==> src/verilog/aasf_pkg.sv <==
package aasf_pkg;
   // register offsets in the control map
   localparam logic [7:0] ADDR_PCM_RATE   = 8'h2f;
   localparam logic [7:0] ADDR_CLK_RECOV  = 8'h32;
   localparam logic [7:0] ADDR_DEBUG      = 8'h35;
   localparam logic [7:0] ADDR_PWR_STATE  = 8'h64;
   localparam logic [7:0] ADDR_BOOT_STATE = 8'h65;
   localparam logic [7:0] ADDR_FAULT      = 8'h68;

   // reset values
   localparam logic [7:0] RST_PCM_RATE  = 8'h00;
   localparam logic [7:0] RST_CLK_RECOV = 8'h00;
   localparam logic [7:0] RST_DEBUG     = 8'h00;
   localparam logic [7:0] RST_FAULT     = 8'h00;

   // field positions
   localparam int PCM_RATE_LSB     = 0;
   localparam int RECOV_DET1_BIT   = 0;
   localparam int RECOV_DET2_BIT   = 1;
   localparam int DPU_FORCE_BIT    = 2;
   localparam int PWR_STATE_LSB    = 2;
   localparam int BOOT_BUSY_BIT    = 2;
   localparam int FLT_OVERCUR_BIT  = 7;
   localparam int FLT_UNDERV_BIT   = 6;
   localparam int FLT_OVERTEMP_BIT = 4;
   localparam int FLT_BROWNOUT_BIT = 3;
   localparam int FLT_CLKLOST_BIT  = 2;
   localparam int FLT_SARDONE_BIT  = 1;

   // pcm input sample rate codes
   typedef enum logic [1:0] {
      AASF_RATE_8K,
      AASF_RATE_16K,
      AASF_RATE_48K,
      AASF_RATE_96K
   } aasf_rate_t;

   // clock-error timeouts, in microseconds, per 3-bit code
   localparam int unsigned CLK_PERIOD_NS = 40;
   localparam int unsigned TIMEOUT_US [8] = '{2730, 22000, 44000, 87000,
                                              174000, 350000, 700000, 1400000};
   localparam int CNT_W = 26;

   // longest time rounds down to whole cycles
   function automatic logic [CNT_W-1:0] us_to_cycles(input int unsigned us);
      int unsigned c;
      c = (us * 32'd1000) / CLK_PERIOD_NS;
      return c[CNT_W-1:0];
   endfunction

   localparam logic [7:0][CNT_W-1:0] TIMEOUT_CYC = {
      us_to_cycles(TIMEOUT_US[7]), us_to_cycles(TIMEOUT_US[6]),
      us_to_cycles(TIMEOUT_US[5]), us_to_cycles(TIMEOUT_US[4]),
      us_to_cycles(TIMEOUT_US[3]), us_to_cycles(TIMEOUT_US[2]),
      us_to_cycles(TIMEOUT_US[1]), us_to_cycles(TIMEOUT_US[0])};

   // live power indications, msb = converter
   typedef struct packed {
      logic converter_powered;
      logic output_stage_powered;
      logic booster_powered;
      logic booster_passthrough_on;
      logic current_sense_powered;
      logic voltage_sense_powered;
   } aasf_power_t;

   // fault and event sources, level while the condition holds
   typedef struct packed {
      logic overcurrent;
      logic undervoltage;
      logic overtemp;
      logic brownout;
      logic sar_done;
   } aasf_events_t;
endpackage

==> src/verilog/aasf_clk_err_det.sv <==
`timescale 1ns/1ps
module aasf_clk_err_det #(
   parameter int                                    CNT_W  = aasf_pkg::CNT_W,
   parameter logic [7:0][CNT_W-1:0]                 LIMITS = aasf_pkg::TIMEOUT_CYC
) (
   input  wire logic       clk_i,
   input  wire logic       arst_n_i,
   input  wire logic       enable_i,
   input  wire logic       recovery_off_i,
   input  wire logic [2:0] timeout_sel_i,
   input  wire logic       mon_clk_i,
   output logic            error_o,
   output logic            error_set_o
);
   logic             sync1;
   logic             sync2;
   logic             sync3;
   logic [CNT_W-1:0] cnt;
   logic [CNT_W-1:0] next_cnt;
   logic             next_error;
   logic             next_error_set;
   logic             activity;
   logic [CNT_W-1:0] limit;

   // monitored clock is foreign: two flops before any logic looks at it
   always_ff @(posedge clk_i or negedge arst_n_i)
   begin
      if (!arst_n_i)
      begin
         sync1 <= 1'b0;
         sync2 <= 1'b0;
         sync3 <= 1'b0;
      end
      else
      begin
         sync1 <= mon_clk_i;
         sync2 <= sync1;
         sync3 <= sync2;
      end
   end

   assign activity = sync2 ^ sync3;
   assign limit    = LIMITS[timeout_sel_i];

   // silence counter and error level
   always_comb
   begin
      next_cnt       = cnt;
      next_error     = error_o;
      next_error_set = 1'b0;
      if (!enable_i || activity)
         next_cnt = '0;
      else if (cnt != limit)
         next_cnt = cnt + 1'b1;
      if (!enable_i)
         next_error = 1'b0;
      else if (!error_o && cnt == limit)
      begin
         next_error     = 1'b1;
         next_error_set = 1'b1;
      end
      else if (error_o && activity && !recovery_off_i)
         next_error = 1'b0;
   end

   always_ff @(posedge clk_i or negedge arst_n_i)
   begin
      if (!arst_n_i)
      begin
         cnt         <= '0;
         error_o     <= 1'b0;
         error_set_o <= 1'b0;
      end
      else
      begin
         cnt         <= next_cnt;
         error_o     <= next_error;
         error_set_o <= next_error_set;
      end
   end

   AST_TIMEOUT_TRIPS: assert property (@(posedge clk_i) disable iff (!arst_n_i)
      enable_i && !error_o && cnt == limit |=> error_o && error_set_o)
      else $error("silence past timeout did not raise the error");

   AST_NO_RECOVERY: assert property (@(posedge clk_i) disable iff (!arst_n_i)
      error_o && enable_i && recovery_off_i |=> error_o)
      else $error("error cleared although recovery is disabled");
endmodule

==> src/verilog/aasf_regs.sv <==
`timescale 1ns/1ps
module aasf_regs #(
   parameter logic [7:0][aasf_pkg::CNT_W-1:0] TIMEOUT_CYC = aasf_pkg::TIMEOUT_CYC
) (
   input  wire logic                   clk_i,
   input  wire logic                   arst_n_i,
   input  wire logic                   reg_wr_i,
   input  wire logic                   reg_rd_i,
   input  wire logic [7:0]             reg_addr_i,
   input  wire logic [7:0]             reg_wdata_i,
   input  wire aasf_pkg::aasf_power_t  power_state_i,
   input  wire logic                   processor_boot_busy_i,
   input  wire aasf_pkg::aasf_events_t fault_event_i,
   input  wire logic                   det1_enable_i,
   input  wire logic                   det2_enable_i,
   input  wire logic [2:0]             det1_timeout_i,
   input  wire logic [2:0]             det2_timeout_i,
   input  wire logic                   det1_clk_i,
   input  wire logic                   det2_clk_i,
   output logic [7:0]                  reg_rdata_o,
   output aasf_pkg::aasf_rate_t        pcm_rate_code_o,
   output logic                        detector_one_recovery_off_o,
   output logic                        detector_two_recovery_off_o,
   output logic                        dummy_powerup_force_down_o,
   output logic                        power_error_o
);
   logic [7:0] pcm_rate;
   logic [7:0] clk_recov;
   logic [7:0] debug_ovr;
   logic [7:0] fault_latch;
   logic [7:0] next_pcm_rate;
   logic [7:0] next_clk_recov;
   logic [7:0] next_debug_ovr;
   logic [7:0] next_fault_latch;
   logic [7:0] next_rdata;
   logic [7:0] fault_set;
   logic       next_power_error;
   logic       det1_err;
   logic       det2_err;
   logic       det1_set;
   logic       det2_set;

   function automatic logic hit(input logic [7:0] a, input logic [7:0] b);
      return a == b;
   endfunction

   // the two clock-error detectors
   aasf_clk_err_det #(.CNT_W(aasf_pkg::CNT_W), .LIMITS(TIMEOUT_CYC)) u_det1 (
      .clk_i          (clk_i),
      .arst_n_i       (arst_n_i),
      .enable_i       (det1_enable_i),
      .recovery_off_i (clk_recov[aasf_pkg::RECOV_DET1_BIT]),
      .timeout_sel_i  (det1_timeout_i),
      .mon_clk_i      (det1_clk_i),
      .error_o        (det1_err),
      .error_set_o    (det1_set)
   );

   aasf_clk_err_det #(.CNT_W(aasf_pkg::CNT_W), .LIMITS(TIMEOUT_CYC)) u_det2 (
      .clk_i          (clk_i),
      .arst_n_i       (arst_n_i),
      .enable_i       (det2_enable_i),
      .recovery_off_i (clk_recov[aasf_pkg::RECOV_DET2_BIT]),
      .timeout_sel_i  (det2_timeout_i),
      .mon_clk_i      (det2_clk_i),
      .error_o        (det2_err),
      .error_set_o    (det2_set)
   );

   // event sources mapped to their flag positions
   always_comb
   begin
      fault_set = 8'h00;
      fault_set[aasf_pkg::FLT_OVERCUR_BIT]  = fault_event_i.overcurrent;
      fault_set[aasf_pkg::FLT_UNDERV_BIT]   = fault_event_i.undervoltage;
      fault_set[aasf_pkg::FLT_OVERTEMP_BIT] = fault_event_i.overtemp;
      fault_set[aasf_pkg::FLT_BROWNOUT_BIT] = fault_event_i.brownout;
      fault_set[aasf_pkg::FLT_CLKLOST_BIT]  = det1_set | det2_set;
      fault_set[aasf_pkg::FLT_SARDONE_BIT]  = fault_event_i.sar_done;
   end

   // writable fields, only defined bits are stored
   always_comb
   begin
      next_pcm_rate  = pcm_rate;
      next_clk_recov = clk_recov;
      next_debug_ovr = debug_ovr;
      if (reg_wr_i && hit(reg_addr_i, aasf_pkg::ADDR_PCM_RATE))
         next_pcm_rate = {6'h00, reg_wdata_i[aasf_pkg::PCM_RATE_LSB +: 2]};
      if (reg_wr_i && hit(reg_addr_i, aasf_pkg::ADDR_CLK_RECOV))
         next_clk_recov = {6'h00, reg_wdata_i[1:0]};
      if (reg_wr_i && hit(reg_addr_i, aasf_pkg::ADDR_DEBUG))
         next_debug_ovr = {5'h00, reg_wdata_i[aasf_pkg::DPU_FORCE_BIT], 2'h0};
   end

   // sticky flags: a set in the clearing cycle wins
   always_comb
   begin
      next_fault_latch = fault_latch;
      if (reg_rd_i && hit(reg_addr_i, aasf_pkg::ADDR_FAULT))
         next_fault_latch = 8'h00;
      next_fault_latch = next_fault_latch | fault_set;
   end

   // read mux; unmapped addresses read zero
   always_comb
   begin
      next_rdata = reg_rdata_o;
      if (reg_rd_i)
      begin
         case (reg_addr_i)
            aasf_pkg::ADDR_PCM_RATE:   next_rdata = pcm_rate;
            aasf_pkg::ADDR_CLK_RECOV:  next_rdata = clk_recov;
            aasf_pkg::ADDR_DEBUG:      next_rdata = debug_ovr;
            aasf_pkg::ADDR_PWR_STATE:  next_rdata = {power_state_i, 2'b00};
            aasf_pkg::ADDR_BOOT_STATE:
               next_rdata = {5'h00, processor_boot_busy_i, 2'b00};
            aasf_pkg::ADDR_FAULT:      next_rdata = fault_latch;
            default:                   next_rdata = 8'h00;
         endcase
      end
   end

   // either detector in error shuts the device down
   assign next_power_error = det1_err | det2_err;

   always_ff @(posedge clk_i or negedge arst_n_i)
   begin
      if (!arst_n_i)
      begin
         pcm_rate      <= aasf_pkg::RST_PCM_RATE;
         clk_recov     <= aasf_pkg::RST_CLK_RECOV;
         debug_ovr     <= aasf_pkg::RST_DEBUG;
         fault_latch   <= aasf_pkg::RST_FAULT;
         reg_rdata_o   <= 8'h00;
         power_error_o <= 1'b0;
      end
      else
      begin
         pcm_rate      <= next_pcm_rate;
         clk_recov     <= next_clk_recov;
         debug_ovr     <= next_debug_ovr;
         fault_latch   <= next_fault_latch;
         reg_rdata_o   <= next_rdata;
         power_error_o <= next_power_error;
      end
   end

   // control outputs are own flops loaded from the same next values, in step with the register flops
   always_ff @(posedge clk_i or negedge arst_n_i)
   begin
      if (!arst_n_i)
      begin
         pcm_rate_code_o             <= aasf_pkg::AASF_RATE_8K;
         detector_one_recovery_off_o <= 1'b0;
         detector_two_recovery_off_o <= 1'b0;
         dummy_powerup_force_down_o  <= 1'b0;
      end
      else
      begin
         pcm_rate_code_o             <= aasf_pkg::aasf_rate_t'(next_pcm_rate[1:0]);
         detector_one_recovery_off_o <= next_clk_recov[aasf_pkg::RECOV_DET1_BIT];
         detector_two_recovery_off_o <= next_clk_recov[aasf_pkg::RECOV_DET2_BIT];
         dummy_powerup_force_down_o  <= next_debug_ovr[aasf_pkg::DPU_FORCE_BIT];
      end
   end

   AST_RATE_WRITE: assert property (@(posedge clk_i) disable iff (!arst_n_i)
      reg_wr_i && reg_addr_i == aasf_pkg::ADDR_PCM_RATE
      |=> pcm_rate_code_o == $past(reg_wdata_i[1:0]))
      else $error("pcm rate code does not follow the write");

   AST_RECOV_WRITE: assert property (@(posedge clk_i) disable iff (!arst_n_i)
      reg_wr_i && reg_addr_i == aasf_pkg::ADDR_CLK_RECOV
      |=> detector_one_recovery_off_o == $past(reg_wdata_i[0])
          && detector_two_recovery_off_o == $past(reg_wdata_i[1]))
      else $error("recovery bits do not follow the write");

   AST_FORCE_DOWN: assert property (@(posedge clk_i) disable iff (!arst_n_i)
      reg_wr_i && reg_addr_i == aasf_pkg::ADDR_DEBUG
      |=> dummy_powerup_force_down_o == $past(reg_wdata_i[2]))
      else $error("force-down override does not follow the write");

   AST_POWER_READ: assert property (@(posedge clk_i) disable iff (!arst_n_i)
      reg_rd_i && reg_addr_i == aasf_pkg::ADDR_PWR_STATE
      |=> reg_rdata_o == {$past(power_state_i), 2'b00})
      else $error("power state read is not the live state");

   AST_BOOT_READ: assert property (@(posedge clk_i) disable iff (!arst_n_i)
      reg_rd_i && reg_addr_i == aasf_pkg::ADDR_BOOT_STATE
      |=> reg_rdata_o == {5'h00, $past(processor_boot_busy_i), 2'b00})
      else $error("boot state read is wrong");

   AST_READ_CLEARS: assert property (@(posedge clk_i) disable iff (!arst_n_i)
      reg_rd_i && reg_addr_i == aasf_pkg::ADDR_FAULT && fault_set == 8'h00
      |=> fault_latch == 8'h00 && reg_rdata_o == $past(fault_latch))
      else $error("fault read did not return and clear the flags");

   AST_OVERCUR_STICKY: assert property (@(posedge clk_i) disable iff (!arst_n_i)
      fault_event_i.overcurrent ##1 !(reg_rd_i && reg_addr_i == aasf_pkg::ADDR_FAULT)
      |=> fault_latch[7])
      else $error("overcurrent flag not held until read");

   AST_SAR_SET: assert property (@(posedge clk_i) disable iff (!arst_n_i)
      fault_event_i.sar_done |=> fault_latch[1])
      else $error("sar done flag not set");

   AST_SET_WINS: assert property (@(posedge clk_i) disable iff (!arst_n_i)
      reg_rd_i && reg_addr_i == aasf_pkg::ADDR_FAULT && fault_event_i.brownout
      |=> fault_latch[3])
      else $error("brownout lost during a clearing read");

   AST_POWER_ERROR: assert property (@(posedge clk_i) disable iff (!arst_n_i)
      $rose(det1_err) |=> power_error_o)
      else $error("power error did not follow a detector error");

   AST_RESERVED_ZERO: assert property (@(posedge clk_i) disable iff (!arst_n_i)
      reg_rd_i && reg_addr_i == aasf_pkg::ADDR_PCM_RATE |=> reg_rdata_o[7:2] == 6'h00)
      else $error("reserved bits read non-zero");
endmodule

==> config.mk <==
export PLATFORM = sky130hd
export DESIGN_NAME = aasf_regs
export DESIGN_NICKNAME = d
export VERILOG_FILES = /design/src/verilog/aasf_pkg.sv /design/src/verilog/aasf_clk_err_det.sv /design/src/verilog/aasf_regs.sv
export SDC_FILE = /design/constraint.sdc
export NUM_CORES = 1
export LEC_CHECK = 0
export ABC_AREA = 1
export BUFFER_PORTS_ARGS = -buffer_cell sky130_fd_sc_hd__buf_2
export CORE_ASPECT_RATIO = 1.75
export CORE_MARGIN = 2
export CORE_UTILIZATION = 25
export CTS_CLUSTER_SIZE = 30
export DETAILED_ROUTE_END_ITERATION = 6
export SETUP_SLACK_MARGIN = 0.1
export SYNTH_ARGS = -nofsm -noshare
export SYNTH_HDL_FRONTEND = slang
export SYNTH_HIERARCHICAL = 1
export SYNTH_SLANG_ARGS = --single-unit
export TNS_END_PERCENT = 1
==> constraint.sdc <==
create_clock -name clk_i -period 1.6 [get_ports clk_i]
set_clock_uncertainty 0.15 [all_clocks]
set_input_delay 0.32 -clock clk_i [delete_from_list [all_inputs] [get_ports clk_i]]
set_output_delay 0.32 -clock clk_i [all_outputs]
set_load 0.005 [all_outputs]
==> flow_summary.json <==
{
  "status": "finished, violations left",
  "violations": "negative setup slack",
  "drt_wl_total_um": 21900,
  "syn2layout_area_growth_pct": 36.7,
  "postSynthAreaPerCell_um2": 6.64,
  "fmax_mhz": 548,
  "synth_top_area_frac": 0.323,
  "grt_pass1_wl_um": 35100,
  "synthTopCellsByArea": "dfrtp_1 (32%), nand2_1 (18%), nand3_1 (7.6%), nor2_1 (6.8%), inv_1 (6.3%)",
  "p_per_area_nw_per_um2": 623,
  "cts_tree": "done",
  "post-route-drc-count": 0,
  "yosysUniqueCellTypes": 36,
  "die_h_um": 215,
  "setup_viol": 40,
  "dr.pass1.iters": 7,
  "layout.nets": 1211,
  "maxSlewHeadroom": 0.765,
  "utilization": 0.346,
  "worstHoldPathType": "input port to register",
  "synth_top_family_by_area": "simple AND/OR/NAND/NOR gates",
  "max_stage_delay_ns": 0.38,
  "startpoint_type": "register",
  "vias": 6853,
  "synth_compound_area_frac": 0.0551,
  "antenna_found_initial": 0,
  "overflow": 0,
  "clockBufferDepth": 2,
  "ir_drop_v": 0.000517,
  "crit_slowest_cell": "dfrtp_1",
  "period_minus_slack_ns": 1.82,
  "crit_fanout": 5,
  "path_clk_slew_ns": 0.07,
  "grt_pass1_vias": 7153,
  "grt_usage": 0.166,
  "htreeDepth": 3,
  "synth_nets": 1020,
  "core-area_um2": 25100,
  "initial_core_util": 0.253,
  "drt-initial-drc-count": 398,
  "max_slew.worst_pin.slew_ns": 0.351,
  "ys_seq_elements": 82,
  "cp.required_ns": 1.73,
  "synthCells": 958,
  "insertion_delay_ns": 0.35,
  "drive_above_1_share": 0.307,
  "synth_simple_gate_area_share": 0.475,
  "netlist.top_cell.by_area": "dfrtp_1",
  "synth_warnings": 6,
  "critical_path_arrival_ns": 1.95,
  "io_buffer_count": 50,
  "pin_count": 56,
  "die_x_um": 125,
  "power.leakage_nw": 4.41,
  "vias_per_cell": 4.66,
  "clock-root-buffer": "clkbuf_16",
  "cts_made_buffers": 9,
  "diodes": 0,
  "ys_seq_area_frac": 0.323,
  "ant_nets": 0,
  "hold_viol_final": 0,
  "routabilityCongestion": 0.968,
  "cap_violations": 0,
  "fin_ws_ns": -0.225,
  "dpl.hpwl_um": 17800,
  "synth_mux_area_frac": 0,
  "synth_adder_area_share": 0.0394,
  "preCtsSetupSlack_ns": -0.624,
  "rows": 77,
  "cts.sinks": 82,
  "power_w": 0.00542,
  "grt_start_max_net_pins": 40,
  "rsz0062_at_grt": "true",
  "netlist_area_um2": 6360,
  "crit_type": "register to register",
  "synth-xor-area-share": 0.0220,
  "routedWlPerCell_um": 14.9,
  "slew_violations": 0,
  "path_cells": "buf_4, ha_4, nand2_4, nor3_4, nand2_4, nor3_4, nand4_1, a21oi_1",
  "cp-end-kind": "register",
  "layout_worst_path_cycle_share": 1.14,
  "dieArea_um2": 26800
}
==> synth_stat cells (all sizes together) <==
| master | instances |
|---|---|
| dfrtp | 82 |
| xnor2 | 2 |
| clkinv | 2 |
| nand3 | 107 |
| nand4 | 20 |
| xor2 | 14 |
| buf | 9 |
| o211ai | 3 |
| inv | 121 |
| o21ai | 30 |
| o21bai | 1 |
| nand3b | 8 |
| and2 | 4 |
| nor3 | 39 |
| a21o | 4 |
| a21oi | 24 |
| nand2 | 326 |
| nor3b | 4 |
| or2 | 1 |
| nor2 | 135 |
| ha | 20 |
| a21boi | 2 |
==> logic make-up after synthesis <==
logic type | after synthesis
AO/OA/AOI/OAI | 64
buffers and inverters | 132
flip-flops | 82
adder cells (fa/ha/maj) | 20
XOR/XNOR | 16
AND/OR/NAND/NOR | 644
==> timing repair <==
| item | CTS | global route |
|---|---|---|
| endpoints found under the setup margin | 51 | 53 |
| hold buffers | 4 | 0 |
| gates cloned | 0 | 0 |
| pin swaps | 10 | 11 |
| resized for setup | 46 | 34 |
| endpoints found under the hold margin | 85 | 0 |
| setup buffers | 4 | 3 |
==> metal layers <==
metal | wire [µm] | GRT usage | part of all wire
met2 | 12200 | 0.326 | 0.56
met1 | 7400 | 0.147 | 0.34
met3 | 551 | 0.0234 | 0.025
met5 | 0 | 0 | 0
met4 | 1760 | 0.132 | 0.080
==> where the power goes <==
part           internal (W)  switching, W  leakage (nW)
Sequential          0.00210     0.0000229          1.09
Clock               0.00142      0.000897         0.156
Combinational      0.000381      0.000598          3.16
==> state kept, by name, summed over array words and instances, names as in the netlist, 2 cells and up <==
register,cells
u_det1/cnt,26
u_det2/cnt,26
reg_rdata_o,8
fault_latch,6
clk_recov,2
pcm_rate_code_o,2
==> stage by stage <==
| stage | cell area, µm² | std cells | TNS [ns] | hold WS (ns) |
|---|---|---|---|---|
| finish | 8690 | 1470 | -3.52 | 0.0217 |
| detailed placement | 8020 | 1443 | -10.60 | 0.0424 |
| floorplan | 6430 | 958 | -0.275 | -0.126 |
| CTS | 8570 | 1467 | -5.31 | 0.00404 |
| global placement | 8020 | 1443 | -9.92 | 0.0424 |
| global route | 8690 | 1470 | -7.97 | 0.00896 |
==> final cells by class <==
cell class,instances,area [µm²]
fillers,2686,16500
well taps,316,395
repair buffers,189,1390
inverters,123,480
clock buffers,11,243
multi-input cells,744,4040
clock inverters,5,85.1
flip-flops and latches,82,2050
==> cell usage in the layout, fill, tap and decap left out, types with 7 or more instances in the layout <==
cell type and n:
a21oi_1 24, buf_2 45, buf_4 132, clkbuf_16 9, dfrtp_1 80, ha_1 12
inv_1 99, inv_2 17, nand2_1 283, nand2_2 36, nand2_4 7, nand3_1 94
nand3_2 11, nand3b_1 8, nand4_1 20, nor2_1 105, nor2_2 25, nor3_1 15
nor3_2 16, nor3_4 8, o21ai_0 12, o21ai_1 14, xor2_1 14
==> worst paths after layout <==
path / startpoint / end / slack, ns / cells past startpoint
worst max-delay path: u_det2/cnt[0]$_DFFE_PN0P_ / u_det2/cnt[22]$_DFFE_PN0P_ / -0.22 / 8
worst min-delay path: fault_event_i[3] / fault_latch[6]$_DFF_PN0_ / 0.02 / 2
worst max register to register: u_det2/cnt[0]$_DFFE_PN0P_ / u_det2/cnt[22]$_DFFE_PN0P_ / -0.22 / 8
worst min register to register: u_det1/sync1$_DFF_PN0_ / u_det1/sync2$_DFF_PN0_ / 0.20 / 0
max in group asynchronous: arst_n_i / u_det2/cnt[1]$_DFFE_PN0P_ / 0.58 / 3
min in group asynchronous: arst_n_i / u_det2/cnt[8]$_DFFE_PN0P_ / 0.24 / 2
==> worst max-delay path: cells and delay by family, from the launching register on <==
| kind | cells | cell delay (ns) |
|---|---|---|
| adders and majority gates | 1 | 0.15 |
| DFF | 1 | 0.38 |
| and+or+nand+nor | 5 | 0.78 |
| AOI/OAI and AO/OA | 1 | 0.16 |
| buffers and inverters | 1 | 0.13 |
Note: power is estimated with default switching activity, not from simulation.
